`src/rtl/rdsbr_defs.svh`:
```
// offsets, reset values and timing counts of the block buffer readout
// assumes inclusion by bare name from the main module and the testbench
`ifndef RDSBR_DEFS_SVH
`define RDSBR_DEFS_SVH

`define RDSBR_CTRL_OFS    8'h00
`define RDSBR_STAT_OFS    8'h04
`define RDSBR_CTRL_RST    8'h00

`define RDSBR_STAT_EMPTY  0
`define RDSBR_STAT_FULL   1
`define RDSBR_STAT_REQ    2
`define RDSBR_STAT_STBY   3
`define RDSBR_STAT_SHOLD  4
`define RDSBR_STAT_CNT    8

`define RDSBR_THR_00      5'd1
`define RDSBR_THR_10      5'd4
`define RDSBR_THR_01      5'd8
`define RDSBR_THR_11      5'd12

`define RDSBR_ADDR_BITS   6'd8
`define RDSBR_WR_BITS     6'd8

`define RDSBR_TDO_NS      265000
`define RDSBR_CLK_NS      20

`endif

```
`src/rtl/rdsbr_pkg.sv`:
```
// types shared by the block buffer readout modules
// uses nothing from the defines header and does not include it
package rdsbr_pkg;

  typedef struct packed {
    logic [9:0]  check;
    logic [15:0] info;
  } rdsbr_block_t;

  typedef struct packed {
    logic [1:0] pending_threshold;
    logic       station_detect_strictness;
    logic       soft_flag_strictness;
    logic       test_bit_3;
    logic       test_bit_2;
    logic       test_bit_1;
    logic       test_bit_0;
  } rdsbr_ctrl_t;

  typedef enum logic [2:0] {
    RDSBR_IDLE,
    RDSBR_ADDR,
    RDSBR_READ,
    RDSBR_WRITE,
    RDSBR_IGNORE
  } rdsbr_mode_t;

  typedef struct packed {
    logic        hsel;
    logic [31:0] haddr;
    logic [1:0]  htrans;
    logic        hwrite;
    logic [2:0]  hsize;
    logic [31:0] hwdata;
    logic        hready;
  } rdsbr_ahb_in_t;

  typedef struct packed {
    logic [31:0] hrdata;
    logic        hreadyout;
    logic        hresp;
  } rdsbr_ahb_out_t;

endpackage

```
`src/rtl/rdsbr_sync.sv`:
```
// two flip-flop synchroniser for a group of pin levels
// assumes each bit is a slow level compared with clk_sys
`timescale 1ns/1ps
module rdsbr_sync #(
  parameter int W = 1
) (
  input  wire logic         clk_sys,
  input  wire logic         rst,
  input  wire logic [W-1:0] d,
  output logic      [W-1:0] q
);
  typedef struct packed {
    logic [W-1:0] meta;
    logic [W-1:0] stable;
  } rdsbr_sync_state_t;

  rdsbr_sync_state_t s;
  rdsbr_sync_state_t next_s;

  always_comb begin
    next_s        = s;
    next_s.meta   = d;
    next_s.stable = s.meta;
  end

  always_ff @(posedge clk_sys) begin
    if (rst) begin
      s <= '0;
    end else begin
      s <= next_s;
    end
  end

  assign q = s.stable;
endmodule

```
`src/rtl/rdsbr_top.sv`:
```
// decoded block buffer, serial readout with request line, ahb-lite regs
// assumes clk_sys at 50 MHz; serial pins arrive asynchronously
//
// Behaviour
// - test pins select normal or standby
// - stricter soft flag when first control set
// - stricter rds detect when second control set
// - control bits reset to zero
// - transfers open with eight-bit address byte
// - serial access only with oscillator running
// - buffer holds twenty-four decoded blocks
// - threshold 00 requests after one block
// - line held high 265 us after readout
// - empty stays high, remaining data re-requests
// - sync reset holds request until sync
// - first request safe for 480 ms
// - re-request safe for 20 ms
// - several blocks read in one enable
// - each readout carries empty, full flags
// - no pending request returns all zeros
// - threshold codes select 1, 4, 8, 12
`timescale 1ns/1ps
`include "rdsbr_defs.svh"
module rdsbr_top #(
  parameter int         DEPTH     = 24,
  parameter int         TDO_CYC   = (`RDSBR_TDO_NS + `RDSBR_CLK_NS - 1)
                                    / `RDSBR_CLK_NS,
  parameter logic [7:0] READ_ADDR = 8'h5a,  // arbitrary value
  parameter logic [7:0] WRITE_ADDR = 8'h5b  // arbitrary value
) (
  input  wire logic                   clk_sys,
  input  wire logic                   rst,
  input  wire rdsbr_pkg::rdsbr_ahb_in_t ahb_i,
  output rdsbr_pkg::rdsbr_ahb_out_t   ahb_o,
  input  wire logic                   blk_valid,
  input  wire rdsbr_pkg::rdsbr_block_t blk,
  input  wire logic                   sync_reset,
  input  wire logic                   sync_achieved,
  input  wire logic                   soft_flag_normal,
  input  wire logic                   soft_flag_strict,
  input  wire logic                   rds_present_normal,
  input  wire logic                   rds_present_strict,
  output logic                        soft_decision_flag_out,
  output logic                        rds_present_indicator,
  input  wire logic                   chip_enable,
  input  wire logic                   serial_shift_strobe,
  input  wire logic                   serial_input_line,
  input  wire logic                   osc_running,
  input  wire logic                   test_pin_one,
  input  wire logic                   test_pin_two,
  output logic                        data_out_o,
  output logic                        data_out_oe,
  output logic                        osc_stop,
  output logic                        test_mode
);
  import rdsbr_pkg::*;

  localparam int FRAME = 2 + $bits(rdsbr_block_t);
  localparam int TW    = $clog2(TDO_CYC + 1);

  generate
    if (DEPTH < 12 || DEPTH > 31) begin : g_bad_depth
      $error("DEPTH must lie in 12..31");
    end
    if (TDO_CYC < 1) begin : g_bad_tdo
      $error("TDO_CYC must be at least one");
    end
  endgenerate

  typedef struct packed {
    rdsbr_ctrl_t                 ctrl;
    rdsbr_block_t [DEPTH-1:0]    mem;
    logic [4:0]                  wr_ptr;
    logic [4:0]                  rd_ptr;
    logic [4:0]                  count;
    logic [TW-1:0]               hold_cnt;
    logic                        sync_hold;
    logic                        ce_q;
    logic                        stb_q;
    rdsbr_mode_t                 mode;
    logic [5:0]                  bitcnt;
    logic [7:0]                  addr;
    logic [7:0]                  wdata;
    logic [FRAME-1:0]            shreg;
    logic                        rd_real;
    logic                        ahb_wr;
    logic [7:0]                  ahb_addr;
    logic [31:0]                 hrdata;
    logic                        do_oe;
    logic                        soft_out;
    logic                        rds_out;
    logic                        stby;
    logic                        tmode;
  } rdsbr_state_t;

  rdsbr_state_t s;
  rdsbr_state_t next_s;

  logic [4:0] pin_s;
  logic       ce_s;
  logic       stb_s;
  logic       di_s;
  logic       osc_s;
  logic       t1_s;
  logic       t2_s;

  rdsbr_sync #(
    .W (5)
  ) u_pin_sync (
    .clk_sys (clk_sys),
    .rst     (rst),
    .d       ({chip_enable, serial_shift_strobe, serial_input_line,
               osc_running, test_pin_one}),
    .q       (pin_s)
  );

  logic t2_meta;
  assign {ce_s, stb_s, di_s, osc_s, t1_s} = pin_s;

  rdsbr_sync #(
    .W (1)
  ) u_t2_sync (
    .clk_sys (clk_sys),
    .rst     (rst),
    .d       (test_pin_two),
    .q       (t2_meta)
  );
  assign t2_s = t2_meta;

  function automatic logic [4:0] ptr_inc(input logic [4:0] p);
    if (p == 5'(DEPTH - 1)) begin
      ptr_inc = 5'd0;
    end else begin
      ptr_inc = p + 5'd1;
    end
  endfunction

  function automatic logic [4:0] thr_of(input logic [1:0] code);
    // bit 0 is the first threshold bit, bit 1 the second
    case (code)
      2'b00:   thr_of = `RDSBR_THR_00;
      2'b01:   thr_of = `RDSBR_THR_10;
      2'b10:   thr_of = `RDSBR_THR_01;
      default: thr_of = `RDSBR_THR_11;
    endcase
  endfunction

  // empty means nothing left after this block
  function automatic logic [FRAME-1:0] frame_of(input logic real_blk,
                                                input rdsbr_block_t b,
                                                input logic [4:0] cnt);
    if (!real_blk) begin
      frame_of = '0;
    end else begin
      frame_of = {b, cnt == 5'(DEPTH), cnt <= 5'd1};
    end
  endfunction

  logic       ce_rise;
  logic       ce_fall;
  logic       stb_rise;
  logic       serial_ok;
  logic       req_now;
  logic       push;
  logic       pop;
  logic [7:0] addr_full;
  logic [4:0] cnt_after;
  logic [4:0] rd_after;
  logic [31:0] rd_mux;

  always_comb begin
    next_s    = s;
    push      = blk_valid;
    pop       = 1'b0;
    ce_rise   = ce_s && !s.ce_q;
    ce_fall   = !ce_s && s.ce_q;
    stb_rise  = stb_s && !s.stb_q;
    serial_ok = osc_s && !s.stby;
    req_now   = (s.hold_cnt == '0) && !s.sync_hold
                && (s.count >= thr_of(s.ctrl.pending_threshold));
    addr_full = {di_s, s.addr[7:1]};
    cnt_after = s.count - 5'd1;
    rd_after  = ptr_inc(s.rd_ptr);

    next_s.ce_q  = ce_s;
    next_s.stb_q = stb_s;

    // standby needs first pin low and second high
    next_s.stby  = !t1_s && t2_s;
    next_s.tmode = t1_s;

    next_s.soft_out = s.ctrl.soft_flag_strictness
                      ? soft_flag_strict : soft_flag_normal;
    next_s.rds_out  = s.ctrl.station_detect_strictness
                      ? rds_present_strict
                      : rds_present_normal;

    // ahb-lite: zero wait states, read data fetched in the address phase
    rd_mux = 32'h0000_0000;
    if (ahb_i.haddr[7:0] == `RDSBR_CTRL_OFS) begin
      rd_mux[7:0] = s.ctrl;
    end else if (ahb_i.haddr[7:0] == `RDSBR_STAT_OFS) begin
      rd_mux[`RDSBR_STAT_EMPTY] = (s.count == 5'd0);
      rd_mux[`RDSBR_STAT_FULL]  = (s.count == 5'(DEPTH));
      rd_mux[`RDSBR_STAT_REQ]   = s.do_oe && !ce_s;
      rd_mux[`RDSBR_STAT_STBY]  = s.stby;
      rd_mux[`RDSBR_STAT_SHOLD] = s.sync_hold;
      rd_mux[`RDSBR_STAT_CNT +: 5] = s.count;
    end
    next_s.ahb_wr = 1'b0;
    if (ahb_i.hsel && ahb_i.hready && ahb_i.htrans[1]) begin
      next_s.ahb_wr   = ahb_i.hwrite;
      next_s.ahb_addr = ahb_i.haddr[7:0];
      if (!ahb_i.hwrite) begin
        next_s.hrdata = rd_mux;
      end
    end
    if (s.ahb_wr && s.ahb_addr == `RDSBR_CTRL_OFS) begin
      next_s.ctrl = ahb_i.hwdata[7:0];
    end

    // serial link, sampled on rising strobe, least bit first
    if (ce_rise) begin
      next_s.mode   = serial_ok ? RDSBR_ADDR : RDSBR_IGNORE;
      next_s.bitcnt = 6'd0;
      next_s.addr   = 8'h00;
    end else if (ce_s && stb_rise) begin
      case (s.mode)
        RDSBR_ADDR: begin
          next_s.addr   = addr_full;
          next_s.bitcnt = s.bitcnt + 6'd1;
          if (s.bitcnt == `RDSBR_ADDR_BITS - 6'd1) begin
            next_s.bitcnt = 6'd0;
            if (addr_full == READ_ADDR) begin
              next_s.mode    = RDSBR_READ;
              next_s.rd_real = req_now;
              next_s.shreg   = frame_of(req_now, s.mem[s.rd_ptr],
                                        s.count);
            end else if (addr_full == WRITE_ADDR) begin
              next_s.mode = RDSBR_WRITE;
            end else begin
              next_s.mode = RDSBR_IGNORE;
            end
          end
        end
        RDSBR_READ: begin
          next_s.shreg  = s.shreg >> 1;
          next_s.bitcnt = s.bitcnt + 6'd1;
          if (s.bitcnt == 6'(FRAME - 1)) begin
            // next block follows in the same enable window
            next_s.bitcnt = 6'd0;
            if (s.rd_real) begin
              pop            = 1'b1;
              next_s.rd_real = (cnt_after != 5'd0);
              next_s.shreg   = frame_of(cnt_after != 5'd0,
                                        s.mem[rd_after], cnt_after);
            end else begin
              next_s.shreg = '0;
            end
          end
        end
        RDSBR_WRITE: begin
          if (s.bitcnt < `RDSBR_WR_BITS) begin
            next_s.wdata  = {di_s, s.wdata[7:1]};
            next_s.bitcnt = s.bitcnt + 6'd1;
          end
        end
        default: begin
          next_s.mode = s.mode;
        end
      endcase
    end else if (ce_fall) begin
      if (s.mode == RDSBR_WRITE && s.bitcnt == `RDSBR_WR_BITS) begin
        next_s.ctrl = s.wdata;
      end
      if (s.mode == RDSBR_READ) begin
        next_s.hold_cnt = TW'(TDO_CYC);
      end
      next_s.mode = RDSBR_IDLE;
    end

    if (ce_fall && s.mode == RDSBR_READ) begin
      next_s.hold_cnt = TW'(TDO_CYC);
    end else if (s.hold_cnt != '0) begin
      next_s.hold_cnt = s.hold_cnt - TW'(1);
    end

    if (sync_reset) begin
      next_s.sync_hold = 1'b1;
    end else if (sync_achieved) begin
      next_s.sync_hold = 1'b0;
    end

    // buffer; a full write drops the oldest unread block
    if (pop) begin
      next_s.rd_ptr = rd_after;
    end
    if (push) begin
      next_s.mem[s.wr_ptr] = blk;
      next_s.wr_ptr        = ptr_inc(s.wr_ptr);
      if (s.count == 5'(DEPTH) && !pop) begin
        next_s.rd_ptr = rd_after;
      end
    end
    if (push && !pop && s.count != 5'(DEPTH)) begin
      next_s.count = s.count + 5'd1;
    end else if (pop && !push) begin
      next_s.count = cnt_after;
    end

    // open drain: enable means pull low
    if (next_s.ce_q) begin
      next_s.do_oe = (next_s.mode == RDSBR_READ) && !next_s.shreg[0];
    end else begin
      next_s.do_oe = (next_s.hold_cnt == '0) && !next_s.sync_hold
                     && (next_s.count
                         >= thr_of(next_s.ctrl.pending_threshold));
    end
  end

  always_ff @(posedge clk_sys) begin
    if (rst) begin
      s          <= '0;
      s.ctrl     <= `RDSBR_CTRL_RST;
      s.mode     <= RDSBR_IDLE;
    end else begin
      s <= next_s;
    end
  end

  assign ahb_o.hrdata           = s.hrdata;
  assign ahb_o.hreadyout        = 1'b1;
  assign ahb_o.hresp            = 1'b0;
  assign soft_decision_flag_out = s.soft_out;
  assign rds_present_indicator  = s.rds_out;
  assign data_out_o             = 1'b0;
  assign data_out_oe            = s.do_oe;
  assign osc_stop               = s.stby;
  assign test_mode              = s.tmode;
endmodule

```
`config.mk`:
```
export PLATFORM = sky130hd
export DESIGN_NAME = rdsbr_top
export DESIGN_NICKNAME = d
export VERILOG_FILES = /design/src/rtl/rdsbr_pkg.sv /design/src/rtl/rdsbr_sync.sv /design/src/rtl/rdsbr_top.sv
export VERILOG_INCLUDE_DIRS = /design/src /design/src/rtl
export SDC_FILE = /design/constraint.sdc
export NUM_CORES = 2
export LEC_CHECK = 0
export BUFFER_PORTS_ARGS = -buffer_cell sky130_fd_sc_hd__buf_2
export CAP_MARGIN = 20
export CORE_MARGIN = 2
export CORE_UTILIZATION = 61
export DETAILED_ROUTE_END_ITERATION = 12
export PLACE_DENSITY = 0.79
export SLEW_MARGIN = 40
export SYNTH_ARGS = -nofsm -noshare
export SYNTH_HDL_FRONTEND = slang
export SYNTH_SLANG_ARGS = --single-unit
export TNS_END_PERCENT = 100
```
`constraint.sdc`:
```
create_clock -name clk_sys -period 5.2 [get_ports clk_sys]
set_clock_uncertainty 0.15 [all_clocks]
set_input_delay 1.04 -clock clk_sys [delete_from_list [all_inputs] [get_ports clk_sys]]
set_output_delay 1.04 -clock clk_sys [all_outputs]
set_load 0.01 [all_outputs]
```
==> summary.md <==
| Metric | Value |
|---|---|
| Run status | completed |
| CTS buffer count | 76 |
| Yosys Warn Count | 0 |
| Final setup vio count | 0 |
| Nets | 4385 |
| Final period util | 74.5% |
| Sequential-to-total area share from yosys stat | between 30% and 40% |
| HP Class | flip-flop to flip-flop |
| Post-route ant nets | 0 |
| List of most frequent post-synthesis cells | nand2_1 (1430), dfxtp_1 (756), a21oi_1 (683) |
| Cell variety after synth | 75 |
| Sum Neg Setup Slack | 0 ps |
| Crit. End Element | flip-flop |
| Critical path class | flip-flop to flip-flop |
| Fmax | 258 MHz |
| # hold bufs at CTS | 0 |
| Post-Route WL | 121000 microns |
| DRC | 0 |
| First DRT Iteration DRCs | 5276 |
| Routability Congestion | 0.965 |
| Clk_lat worst skew | about 640 ps |
| Share of cells above drive strength 1 | 14.6% |
| Largest net degree at the start of global routing | 138 |
| Crit path max-delay cell type | dfxtp_4 |
| Die H | 253 microns |
| Mapped Area | 0.0380 sq mm |
| Initial core utilization | slightly above 60% |
| Number of synthesized flops with an enable pin | 0 |
| PwrDens | ~300 mW/mm^2 |
| Yosys top cell area share | between 30% and 40% |
| Seq cells post-synth | approximately 760 |
| Vias per cell | approximately 6.7 |
| DR pass1 iterations | 8 |
| Post-cts sizing count | 0 |
| Most frequent cell after synthesis | nand2_1 |
| Util after Layout | 66.6% |
| Top post-synthesis cells by area | dfxtp_1 (40%), mux4_2 (17%), nand2_1 (14%) |
| Number of global-route vias before repair | 32.6k |
| Slew HR | between 30% and 40% |
| Minimum clock period | around 3900 ps |
| Io pins | 153 |
| Max VDD drop | 180 uV |
| Initial antenna violation count | 13 |
| Port Buffers | a little under 80 |
| H-tree depth | 3 |
| Syn-to-layout area delta | 8.11% |
| Total gr overflow | 0 |
| Wire length per cell | 23.4 microns |
| CTS root buffer | clkbuf_16 |
| Crit path required time | ~5500 ps |
| Syn Area/Cell | 8.58 sq um |
| RSZ-0062 raised after global routing | false |
| Hold Violations, Final | 0 |
| GRT Util Overall | 37.5% |
| DP Worst Slack | 1370 ps |
| Die W | 253 microns |
| Crit path max fanout | 34 |
| Core Area | a little over 0.06 sq mm |
| CTS tree | built |
| Worst-Margin Slew | about 920 ps |
| Die footprint | 0.0642 sq mm |
| Worst setup SP type | flip-flop |
| Slowest stage delay, CP | 740 ps |
| Clock sink total | 756 |
| Clock slew at reported path FFs | about 60 ps |
| Primary FF master, synth | dfxtp_1 |
| Synth area leader | dfxtp_1 |
| Leak Pwr | 13.4 nW |
| Post-DP HPWL | roughly 75000 microns |
| Num rows | 91 |
| FILL cells | 4832 |
| Worst EP arrival | 4210 ps |
| Setup Buffers After CTS | 0 |
| CP Cell Sequence | buf_4 > buf_4 > mux4_2 > mux2i_1 > o21ai_0 > and3_1 > a211oi_1 > a211oi_1 |
| Final worst setup slack | 1330 ps |
| Clock buffer depth | 3 |
| Syn Inst Count | 4423 |
| FFs w/ async S/R, synth | 0% |
| Fin. max-slew vios | 0 |
| Global-route wire length before repair | 185000 microns |
| Vias | 34.3k |
| MaxCap Viol Count | 0 |
[report_power, final]
group	leakage (nW)	internal (mW)	switching, mW	total [mW]
combinational	6.09	0.282	0.552	0.834
clock	1.23	3.20	2.34	5.55
sequential	6.10	5.87	0.0876	5.96
[layer usage]
layer	track usage [%]	share of wire, %	vias up
met2	57.4	45	2454
met4	19.6	4.7	14
met3	10.1	14	455
li1	-	-	15100
met5	0	0.075	-
met1	48.7	36	16400
[through the flow]
stage	total power, mW	hold slack (ps)	cells	cell area (sq um)
6_report	12.3	286	5150	41000
5_1_grt	12.7	308	5150	41000
4_1_cts	12.3	290	5147	41000
3_5_place_dp	6.89	278	5010	38500
3_3_place_gp	6.88	263	5009	38500
2_1_floorplan	6.68	240	4443	38000
[path summary, 6_finish.rpt]
path                                             to  slack, ps  cells past startpoint                       start
worst max-delay path             s[51]$_SDFFE_PP0P_       1330                      8           s[122]$_SDFF_PP0_
worst min-delay path            osc_stop$_SDFF_PP0_        290                      1  u_pin_sync.q[0]$_SDFF_PP0_
worst max register to register   s[51]$_SDFFE_PP0P_       1330                      8           s[122]$_SDFF_PP0_
worst min register to register  osc_stop$_SDFF_PP0_        290                      1  u_pin_sync.q[0]$_SDFF_PP0_
[state kept, by name (all words and copies together) (netlist names)]
signal	count
u_t2_sync.next_s	1
osc_stop	1
s	719
ahb_o	13
addr_full	7
soft_decision_flag_out	1
u_pin_sync.q	5
data_out_oe	1
u_pin_sync.next_s	5
test_mode	1
u_t2_sync.q	1
rds_present_indicator	1
[critical path: cells and delay by family (launching register included)]
kind            cells  cell delay [ps]
flops               1              740
buf+inv             2             1210
compound gates      3              440
simple gates        1              200
mux                 2              970
[logic make-up (layout without fill, tap and decap cells)]
kind of cell / after synthesis / count (layout) / synth area share, %
xor gates and xnor gates: 23 / 23 / 0.531
and+or+nand+nor: 1831 / 1831 / 19.6
DFF: 756 / 756 / 39.9
adders and majority gates: 21 / 21 / 0.692
AOI/OAI and AO/OA: 952 / 952 / 14.4
buffers and inverters: 461 / 328 / 5.26
muxes: 377 / 377 / 19.6
other: 2 / 25 / 0.0198
[placed cells by master, fill, tap and decap left out, types with 13 or more instances in the layout]
cell type / n
inv_1: 22
a211oi_1: 43
nor2b_1: 41
nand2_1: 1430
conb_1: 22
ha_1: 20
dfxtp_1: 753
a22oi_1: 60
buf_4: 76
mux2i_1: 78
a31oi_1: 14
buf_2: 77
and3_1: 15
nand3_1: 70
mux4_2: 293
xnor2_1: 15
and2_1: 13
clkbuf_8: 18
clkbuf_16: 81
nor3_1: 28
a21oi_1: 683
a311oi_1: 13
nor2_1: 140
nand2b_1: 14
o21ai_0: 35
nor2_2: 13
clkbuf_1: 24
o22ai_1: 16
[layout make-up]
cell class                      instances  area [sq um]  share of cell area [%]
Antenna cell                            3          7.51                  0.0183
Multi-Input combinational cell       3226         21000                    51.2
Timing Repair Buffer                  168          1230                    3.01
Sequential cell                       756         15100                    36.9
Clock inverter                         14           123                   0.299
Clock buffer                          123          2360                    5.76
Inverter                               23          87.6                   0.213
Tap cell                              837          1050                    2.55
Power figures use the tool's default switching activity.
